[src/sct_pkg.sv]
// Constants, command and state encodings of the SDRAM command-timing core.
// Assumes one system clock shared with the memory controller.
package sct_pkg;

   // -----------------------------------------------------------------
   // Latencies in clock cycles
   // -----------------------------------------------------------------
   localparam int GATE_LOW_LATENCY = 1;
   localparam int GATE_HIGH_LATENCY = 1;
   localparam int WRITE_DATA_DELAY = 0;
   localparam int WRITE_MASK_LATENCY = 0;
   localparam int READ_MASK_TURNOFF_LATENCY = 2;
   localparam int COLUMN_TO_COLUMN_GAP = 1;

   // -----------------------------------------------------------------
   // Mode word layout and reset values
   // -----------------------------------------------------------------
   localparam int MODE_BL_LSB = 0;
   localparam int MODE_BL_W = 3;
   localparam int MODE_LAT_LSB = 4;
   localparam int MODE_LAT_W = 3;
   localparam logic [2:0] BL_CODE_1 = 3'h0;
   localparam logic [2:0] BL_CODE_2 = 3'h1;
   localparam logic [2:0] BL_CODE_4 = 3'h2;
   localparam logic [2:0] BL_CODE_8 = 3'h3;
   localparam logic [2:0] BL_CODE_PAGE = 3'h7;
   localparam logic [2:0] LAT_CODE_2 = 3'h2;
   localparam logic [2:0] LAT_CODE_3 = 3'h3;
   localparam logic [2:0] RESET_BL_CODE = 3'h0;
   localparam logic RESET_LAT3 = 1'b1;
   localparam int ALL_BANKS_BIT = 10;

   // -----------------------------------------------------------------
   // Commands as {ras_n, cas_n, we_n}
   // -----------------------------------------------------------------
   typedef enum logic [2:0] {
      SCT_CMD_LOAD_MODE = 3'h0,
      SCT_CMD_REFRESH = 3'h1,
      SCT_CMD_PRECHARGE = 3'h2,
      SCT_CMD_ACTIVE = 3'h3,
      SCT_CMD_WRITE = 3'h4,
      SCT_CMD_READ = 3'h5,
      SCT_CMD_BURST_STOP = 3'h6,
      SCT_CMD_NOP = 3'h7
   } sct_cmd_t;

   typedef enum logic [1:0] {
      SCT_ST_IDLE = 2'h0,
      SCT_ST_READ = 2'h1,
      SCT_ST_WRITE = 2'h3
   } sct_state_t;

endpackage : sct_pkg

[src/sct_sdram_core.sv]
// Device-side command and data timing of a four-bank SDR SDRAM.
// Assumes the controller drives all inputs from the same core_clk, so no
// input is synchronised, and that it keeps its own spacing constraints.
`timescale 1ns/1ps
`default_nettype none

module sct_sdram_core #(
   parameter int DATA_W = 16,
   parameter int BANK_W = 2,
   parameter int COL_W = 4,
   parameter int ADDR_W = 13
) (
   input wire logic core_clk,
   input wire logic rst,
   input wire logic cke,
   input wire logic cs_n,
   input wire logic ras_n,
   input wire logic cas_n,
   input wire logic we_n,
   input wire logic [BANK_W-1:0] ba,
   input wire logic [ADDR_W-1:0] addr,
   input wire logic [DATA_W/8-1:0] dqm,
   input wire logic [DATA_W-1:0] dq_in,
   output logic [DATA_W-1:0] dq_out,
   output logic [DATA_W/8-1:0] dq_oe,
   output logic clock_gated
);

   localparam int BYTES = DATA_W / 8;
   localparam int IDX_W = BANK_W + COL_W;
   localparam int DEPTH = 2 ** IDX_W;
   localparam int REM_W = COL_W + 1;
   localparam int PIPE = 3;

   // -----------------------------------------------------------------
   // Elaboration checks
   // -----------------------------------------------------------------
   if (DATA_W % 8 != 0 || DATA_W < 8) begin : g_bad_width
      $error("DATA_W must be a positive multiple of 8");
   end
   if (COL_W < 1 || COL_W > ADDR_W - 1 || ADDR_W <= sct_pkg::ALL_BANKS_BIT)
   begin : g_bad_addr
      $error("COL_W or ADDR_W out of range");
   end

   // -----------------------------------------------------------------
   // Decoding helpers
   // -----------------------------------------------------------------
   function automatic sct_pkg::sct_cmd_t decode_cmd(
      input logic sel_n, input logic r_n, input logic c_n, input logic w_n);
      if (sel_n) begin
         return sct_pkg::SCT_CMD_NOP;
      end
      return sct_pkg::sct_cmd_t'({r_n, c_n, w_n});
   endfunction : decode_cmd

   function automatic logic [REM_W-1:0] burst_words(input logic [2:0] code);
      case (code)
         sct_pkg::BL_CODE_2: return REM_W'(2);
         sct_pkg::BL_CODE_4: return REM_W'(4);
         sct_pkg::BL_CODE_8: return REM_W'(8);
         sct_pkg::BL_CODE_PAGE: return REM_W'(2 ** COL_W);
         default: return REM_W'(1);
      endcase
   endfunction : burst_words

   // -----------------------------------------------------------------
   // State
   // -----------------------------------------------------------------
   logic cke_q, cke_d;
   sct_pkg::sct_state_t state_q, state_d;
   logic [REM_W-1:0] rem_q, rem_d;
   logic [COL_W-1:0] col_q, col_d;
   logic [BANK_W-1:0] bank_q, bank_d;
   logic [2:0] bl_code_q, bl_code_d;
   logic lat3_q, lat3_d;
   logic [DATA_W-1:0] mem_q [DEPTH];
   logic [DATA_W-1:0] mem_d [DEPTH];
   logic [PIPE-1:0] pv_q, pv_d;
   logic [DATA_W-1:0] pd_q [PIPE];
   logic [DATA_W-1:0] pd_d [PIPE];
   logic [BYTES-1:0] mask_q [sct_pkg::READ_MASK_TURNOFF_LATENCY];
   logic [BYTES-1:0] mask_d [sct_pkg::READ_MASK_TURNOFF_LATENCY];

   sct_pkg::sct_cmd_t cmd;
   logic run;
   logic word_en;
   logic word_wr;
   logic [COL_W-1:0] word_col;
   logic [BANK_W-1:0] word_bank;
   logic [IDX_W-1:0] word_idx;
   logic [REM_W-1:0] bl_words;

   // -----------------------------------------------------------------
   // Next-state logic
   // -----------------------------------------------------------------
   always_comb begin
      cmd = decode_cmd(cs_n, ras_n, cas_n, we_n);
      // The gate sampled on the previous edge decides this edge.
      run = cke_q;
      cke_d = cke;
      state_d = state_q;
      rem_d = rem_q;
      col_d = col_q;
      bank_d = bank_q;
      bl_code_d = bl_code_q;
      lat3_d = lat3_q;
      mem_d = mem_q;
      pv_d = pv_q;
      pd_d = pd_q;
      mask_d = mask_q;
      word_en = 1'b0;
      word_wr = 1'b0;
      word_col = col_q;
      word_bank = bank_q;
      bl_words = burst_words(bl_code_q);
      if (run) begin
         case (cmd)
            sct_pkg::SCT_CMD_READ, sct_pkg::SCT_CMD_WRITE: begin
               // A column command always wins over a running burst.
               word_en = 1'b1;
               word_wr = (cmd == sct_pkg::SCT_CMD_WRITE);
               word_col = addr[COL_W-1:0];
               word_bank = ba;
               rem_d = REM_W'(bl_words - REM_W'(1));
               if (bl_words == REM_W'(1)) begin
                  state_d = sct_pkg::SCT_ST_IDLE;
               end else if (word_wr) begin
                  state_d = sct_pkg::SCT_ST_WRITE;
               end else begin
                  state_d = sct_pkg::SCT_ST_READ;
               end
            end
            sct_pkg::SCT_CMD_BURST_STOP: begin
               state_d = sct_pkg::SCT_ST_IDLE;
            end
            sct_pkg::SCT_CMD_PRECHARGE: begin
               // Closing the burst's bank or all banks fetches no word on this edge, so the output floats
               // exactly one read latency later.
               if (addr[sct_pkg::ALL_BANKS_BIT] || ba == bank_q) begin
                  state_d = sct_pkg::SCT_ST_IDLE;
               end
            end
            sct_pkg::SCT_CMD_LOAD_MODE: begin
               if (ba == '0) begin
                  bl_code_d = addr[sct_pkg::MODE_BL_LSB +: sct_pkg::MODE_BL_W];
                  case (addr[sct_pkg::MODE_LAT_LSB +: sct_pkg::MODE_LAT_W])
                     sct_pkg::LAT_CODE_2: lat3_d = 1'b0;
                     sct_pkg::LAT_CODE_3: lat3_d = 1'b1;
                     default: lat3_d = lat3_q;
                  endcase
               end
            end
            default: begin
            end
         endcase
         if (!word_en && state_d != sct_pkg::SCT_ST_IDLE) begin
            word_en = 1'b1;
            word_wr = (state_q == sct_pkg::SCT_ST_WRITE);
            rem_d = REM_W'(rem_q - REM_W'(1));
            if (rem_q == REM_W'(1)) begin
               state_d = sct_pkg::SCT_ST_IDLE;
            end
         end
         if (word_en) begin
            col_d = COL_W'(word_col + COL_W'(1));
            bank_d = word_bank;
         end
      end
      word_idx = {word_bank, word_col};
      if (run) begin
         for (int b = 0; b < BYTES; b++) begin
            // Data and mask are both taken on the command's own edge.
            if (word_en && word_wr && !dqm[b]) begin
               mem_d[word_idx][b*8 +: 8] = dq_in[b*8 +: 8];
            end
         end
         pv_d[0] = word_en && !word_wr;
         pd_d[0] = mem_q[word_idx];
         for (int i = 1; i < PIPE; i++) begin
            pv_d[i] = pv_q[i-1];
            pd_d[i] = pd_q[i-1];
         end
         mask_d[0] = dqm;
         for (int i = 1; i < sct_pkg::READ_MASK_TURNOFF_LATENCY; i++) begin
            mask_d[i] = mask_q[i-1];
         end
      end
   end

   // -----------------------------------------------------------------
   // Registers
   // -----------------------------------------------------------------
   always_ff @(posedge core_clk) begin
      if (rst) begin
         cke_q <= 1'b0;
         state_q <= sct_pkg::SCT_ST_IDLE;
         rem_q <= '0;
         col_q <= '0;
         bank_q <= '0;
         bl_code_q <= sct_pkg::RESET_BL_CODE;
         lat3_q <= sct_pkg::RESET_LAT3;
         pv_q <= '0;
         for (int i = 0; i < PIPE; i++) begin
            pd_q[i] <= '0;
         end
         for (int i = 0; i < sct_pkg::READ_MASK_TURNOFF_LATENCY; i++) begin
            mask_q[i] <= '0;
         end
      end else begin
         cke_q <= cke_d;
         state_q <= state_d;
         rem_q <= rem_d;
         col_q <= col_d;
         bank_q <= bank_d;
         bl_code_q <= bl_code_d;
         lat3_q <= lat3_d;
         pv_q <= pv_d;
         pd_q <= pd_d;
         mask_q <= mask_d;
      end
   end

   // Array contents are left unreset, as in a real cell array.
   always_ff @(posedge core_clk) begin
      mem_q <= mem_d;
   end

   // -----------------------------------------------------------------
   // Outputs
   // -----------------------------------------------------------------
   // Stage 1 is seen at latency 2, stage 2 at latency 3.
   assign dq_out = lat3_q ? pd_q[2] : pd_q[1];
   assign dq_oe = {BYTES{lat3_q ? pv_q[2] : pv_q[1]}} &
      ~mask_q[sct_pkg::READ_MASK_TURNOFF_LATENCY-1];
   assign clock_gated = ~cke_q;

endmodule : sct_sdram_core

`default_nettype wire

[config.mk]
export PLATFORM = sky130hd
export DESIGN_NAME = sct_sdram_core
export DESIGN_NICKNAME = d
export VERILOG_FILES = /design/src/sct_pkg.sv /design/src/sct_sdram_core.sv
export SDC_FILE = /design/constraint.sdc
export NUM_CORES = 1
export LEC_CHECK = 0
export BUFFER_PORTS_ARGS = -buffer_cell sky130_fd_sc_hd__buf_4
export CORE_UTILIZATION = 60
export CTS_CLUSTER_DIAMETER = 200
export DETAILED_ROUTE_END_ITERATION = 10
export PLACE_DENSITY = 0.83
export SLEW_MARGIN = 20
export SYNTH_ARGS = -nofsm -noshare
export SYNTH_HDL_FRONTEND = slang
export SYNTH_SLANG_ARGS = --single-unit
[constraint.sdc]
create_clock -name core_clk -period 3.6 [get_ports core_clk]
set_input_delay 0.54 -clock core_clk [delete_from_list [all_inputs] [get_ports core_clk]]
set_output_delay 0.54 -clock core_clk [all_outputs]
set_load 0.02 [all_outputs]
* Word-level counts from Yosys, hierarchy flattened *
Cells that the tools add are included.

cells by class
  add/sub/neg operators = 3
  $mul = 0
  div/mod/pow operators = 0
  order comparisons = 2
  equal/unequal tests = 14
  shift-type cells = 0
  mux-type cells = 41
  bitwise gates (word level) = 4
  reduce and logical (&&, ||, !) cells = 21

operators by type and width
  operator             number
  $mux 1024            3
  $bwmux 1024          2
  $demux 16 s6         2
  $bmux 16 s6          1
  $mux 16              4
  $pmux 5 s4           1
  $mux 2               8
  $eq 3x2->1 const B   5
  $eq 3x3->1 const B   4
  $mux 4               3
  $eq 5x1->1 const B   2
  $mux 1               10
  $mux 5               2
  $sub 5x1->5 const B  2
  $mux 8               1
  $ge 7x7->1 const B   1
  $lt 7x1->1 const B   1
  $not 6->7            1
  $logic_and 1x1->1    6
  $mux 3               2
  $pmux 2 s3           1
  $reduce_bool 2->1    3
  $add 4x1->4 const B  1
  $logic_not 1->1      4
  other kinds (14)     15

storage, ports and cells
  flip-flop bits (word level) = 1097
  latch bits = 0
  RAM bits = 0
  memory bits (read-only) = 0
  bits of input ports = 40
  word-level logic and storage cells = 162
  memories = 0

* Longest topological paths before layout *
  depth in word-level cells = 18
  mapped depth = 13
  gate-level depth less buffers = 7

* Worst setup path after synthesis *
No wires, ideal clock.

  kind = input-to-reg
  start point = input cs_n
  end point = register mem_q[200] (netlist name), enable pin
  setup time = 0.380 ns
  arrival = 2.795 ns
  data required time = 3.220 ns
  setup slack = 0.425 ns
  stages = 7
  path through = nor4bb_1 > buf_2 > buf_2 > buf_1 > mux2_2 > clkbuf_1 > nor2_1

RTL lines
  item                  RTL line               source
  from (decl)           sct_sdram_core.sv:16   input wire logic cs_n,
  to (signal assigned)  sct_sdram_core.sv:226  mem_q <= mem_d;
  to (decl)             sct_sdram_core.sv:77   logic [DATA_W-1:0] mem_q [DEPTH];

* Worst setup path after layout *
  start point = register cke_q
  end point = register pd_q[47] (netlist name)

on the way
  longest elaborated chain between the ends = 5
  elaborated cells on any way between the ends = 6
  those cells by class = mux: 5; bitwise: 1

ends and longest elaborated chain
  item                                         RTL line               source
  from (decl)                                  sct_sdram_core.sv:70   logic cke_q, cke_d;
  from (signal assigned)                       sct_sdram_core.sv:211  cke_q <= cke_d;
  $mux 4 or $mux 2 (tied branches)             sct_sdram_core.sv:117  if (run) begin
  $not 6->7 (implied by the code)              sct_sdram_core.sv:179  pd_d[0] = mem_q[word_idx];
  $bmux 16 s6                                  sct_sdram_core.sv:179
  $mux 16 (implied by the code) (2 in series)  sct_sdram_core.sv:179
  to (signal assigned)                         sct_sdram_core.sv:219  pd_q <= pd_d;
  to (decl)                                    sct_sdram_core.sv:80   logic [DATA_W-1:0] pd_q [PIPE];

Several ways; a longest one is shown, not always the timed one. The select of a mux whose other input is x is not followed.
A chain may end at the register's enable or synchronous reset.

==> results.md <==
- Sw frac: 20.2%
- R2R Path Start: cke_q$_SDFF_PP0_
- Crit start category: register
- Worst Hold Margin: 0.0981 ns
- Largest net degree at the start of global routing: 74
- Mapped Nets: 2999
- VDD IR-drop max: 0.457 mV
- Synth Instances: 2956
- Worst Path Class, Setup: reg -> reg
- Critical path's top delay family: simple AND/OR/NAND/NOR gates
- Most common cell after layout, fill and taps aside: edfxtp_1
- Worst hold path class: in -> reg
- Site row count: 99
- Post-CTS Resized: 0
- Proportion of layout cells with a drive suffix above 1: 15.8%
- Crit-path max FO: 42
- Root Driver: clkbuf_16
- Largest family of logic cells by synthesized area: compound AO/OA/AOI/OAI gates
- Compound-Gate Fraction of Synth Area: 12.3%
- CTS Hold Bufs: 0
- Number of synthesized flops with an enable pin: 1024
- Number of global-route vias before repair: 28100
- Global routing met3 resource utilization: 6.70%
- Worst reg2reg endpoint: pd_q[47]$_SDFFE_PP0P_
- CTS sink cnt: 1097
- GR peak layer: met2
- Leak pwr: 17.1 nW
- Antenna violations before repair: 3
- Reg power frac: 55.7%
- Cell area after synthesis: 0.0442 mm²
- GRT Util Overall: 31.7%
- Critical Path Stages: 10
- RePlAce Congestion: 0.897
- Post-DRT Antenna Nets: 0
- Critical path cell sequence: nor4bb_4 -> buf_12 -> buf_4 -> mux2i_4 -> buf_12 -> a22o_1 -> a221oi_1 -> a31oi_1 -> nor4_1 -> a311oi_1
- Worst path bufs/invs: 3
- Worst skew pair latency: 0.66 ns
- Post-route DRC: 0
- Post-DP Area: 0.0471 mm²
- Final hold vios: 0
- Final Skew: 0.0280 ns
- Clock buffer depth: 3
- Worst Tran Pin Value: 0.991 ns
- Flops & latches, synth: 1097
- CTS tree: done
- Top_reg_cell synth: edfxtp_1
- Vias post-DR: 28300
- Simple-gate share of the synthesized area: 10.8%
- First-pass DRT Iterations: 6
- Die Wd: 273 µm
- Post-Route WL: 118000 µm
- Crit path arrival time: 3.82 ns
- CP Capture Type: register
- Async SR Flop Fraction: 0%
- Core area: 0.0728 mm²
- Setup violators final: 0
- Reg2reg setup slack: 0.28 ns
- Xor and xnor area share after synthesis: 0.0397%
- Clock power share: 41.7%
- Fin. max-slew vios: 0
- P_int: 19.9 mW
- CP startpoint: cke_q$_SDFF_PP0_
- Yosys warnings: 0
- Final nets: 3172
- Unrepaired setup endpoints after global routing: no
- Total Die Area: 0.0747 mm²
- Power Total: 24.9 mW
- Top Ports: 59
- Crit-path max cell delay: 0.83 ns
- Crit-path most repeated cell: buf_12
- Commonest non-fill, non-tap cells in the layout: edfxtp_1 (1024), and2_1 (513), buf_4 (261)
- P&R area growth vs syn: 13.9%
- Netlist cell types: 46
- Slew margin rel.: 33.9%
- Sw Pwr: 5.04 mW
- Design Area, Final: 0.0503 mm²
- CTS Buf Count: 100
- Grt total ovfl: 0
- Iter 0 DRT Violations: 4431
- M2 GR Usage: 51.8%
- First-pass GRT wire length: 175000 µm
- Max Cap Viol: 0
- Multiplexer area fraction after synthesis: 1.86%
- Fin Setup TNS: 0 ns
- Initial Util: 60.6%
- Max Clock Freq: 302 MHz
- Post-CTS Setup Bufs: 0
- Global routing usage on met1: 39.0%
- Vias per cell: 6.78
- DR WL/cell: 28.3 µm
- Outcome: complete, no violations
- Clock Pin Slew Worst Setup and Hold Paths: 0.06 ns
- Final HPWL DP: 69000 µm
- Worst path slowest cell: nor4_1
- Mapped Avg Cell Area: 14.9 µm²
- Comb pwr share: 2.6%
- Period utilisation layout: 92.1%
- Adder-Cell Fraction of Synth Area: 0.0850%
- Die height: 273 µm
- End of the critical path: pd_q[47]$_SDFFE_PP0P_
- H-tree depth: 3
- Pwr/cell area: 496 mW/mm²
- Fin crit period: 3.32 ns
- Cells on worst reg2reg path: 10
- IO buf count: 53
- CP Data Required Time: 4.10 ns
- Seq/Total Area, Yosys: 73.0%
[sequential cells by signal, summed over array words and instances (netlist names)]
signal,cells
lat3_q,1
bl_code_q,3
mem_q,1024
col_q,4
rem_q,5
state_q,2
pd_q,48
pv_q,3
mask_q,4
bank_q,2
cke_q,1
[worst min path at each step]
stage	depth (start not counted)	startpoint	slack [ns]	end
3_3_place_gp	2	pd_q[5]$_SDFFE_PP0P_	0.47	pd_q[5]$_SDFFE_PP0P_
2_1_floorplan	2	pd_q[0]$_SDFFE_PP0P_	0.45	pd_q[0]$_SDFFE_PP0P_
4_1_cts	3	addr[4]	0.08	lat3_q$_SDFFE_PP1P_
5_1_grt	3	addr[4]	0.11	lat3_q$_SDFFE_PP1P_
3_5_place_dp	2	pd_q[14]$_SDFFE_PP0P_	0.48	pd_q[14]$_SDFFE_PP0P_
6_report	3	addr[4]	0.1	lat3_q$_SDFFE_PP1P_
[worst register-to-register path, delay by kind of cell, from the launching register on]
family / cells / cell delay [ns]
muxes: 1 / 0.12
and+or+nand+nor: 2 / 1.09
buffers and inverters: 3 / 0.69
DFF: 1 / 0.35
AOI/OAI and AO/OA: 4 / 0.92
[final cells by class]
class / instances / area [µm²]
antenna: 1 / 2.50
tap: 959 / 1200
clock buffer: 136 / 2720
timing repair buffer: 287 / 2480
multi-input combinational: 1635 / 11200
inverter: 8 / 30.0
sequential: 1097 / 32200
clock inverter: 48 / 460
fill: 4314 / 22600
[power by group through the flow]
stage,Sequential (mW),Combinational [mW],Clock (mW)
floorplan,14.1,0.297,0
global placement,14.1,0.594,0
detailed placement,14.1,0.622,0
CTS,13.9,0.631,10.4
global route,13.9,0.669,10.9
finish,13.9,0.649,10.4
[stage by stage]
step / util [%] / instances / setup WS, ns
4_1_cts: 69.0 / 4170 / 0.423
6_report: 69.0 / 4171 / 0.284
5_1_grt: 69.0 / 4170 / 0.185
3_5_place_dp: 64.7 / 3986 / 0.0293
2_1_floorplan: - / 2956 / 0.425
3_3_place_gp: 64.7 / 3986 / 0.0836
[Yosys cell counts (2+ instances only)]
master    count  share of area (%)
o221a_2       6               0.15
edfxtp_1   1024                 70
a31o_2       38               0.75
o21ai_0       5              0.057
a22oi_1     257                4.4
nand2_1      39               0.33
nand2b_1      6              0.085
nor3_1       15               0.17
ha_1          3              0.085
a22o_1      128                2.5
and2_1      513                7.3
xnor2_1       2              0.040
o22ai_1       2              0.028
buf_2        17               0.19
nor2_1      211                1.8
a221oi_1    130                2.6
nor3b_1      11               0.19
dfxtp_1      73                3.3
mux2i_1      55                1.2
a211oi_1      2              0.034
inv_1         8              0.068
mux2_2       24               0.61
nor4_1        8               0.11
clkbuf_1    149                1.3
or2_2         4              0.057
nand3_1      25               0.28
nand3b_1      6               0.10
and4_1        8               0.16
a31oi_1      65               0.92
buf_1        50               0.43
a21oi_1      29               0.33
a311oi_1     17               0.34
and3_1       13               0.18
[cell families after synthesis]
logic type,Yosys count
buf+inv,224
mux,79
fa+ha+maj,3
compound gates,688
simple gates,863
flops,1097
xor+xnor,2
[layer usage]
layer | up-vias | routed length, µm
li1 | 11900 | -
met1 | 13900 | 40100
met2 | 2017 | 56700
met3 | 476 | 13100
met4 | 4 | 8110
met5 | - | 26
Power figures use the tool's default switching activity.
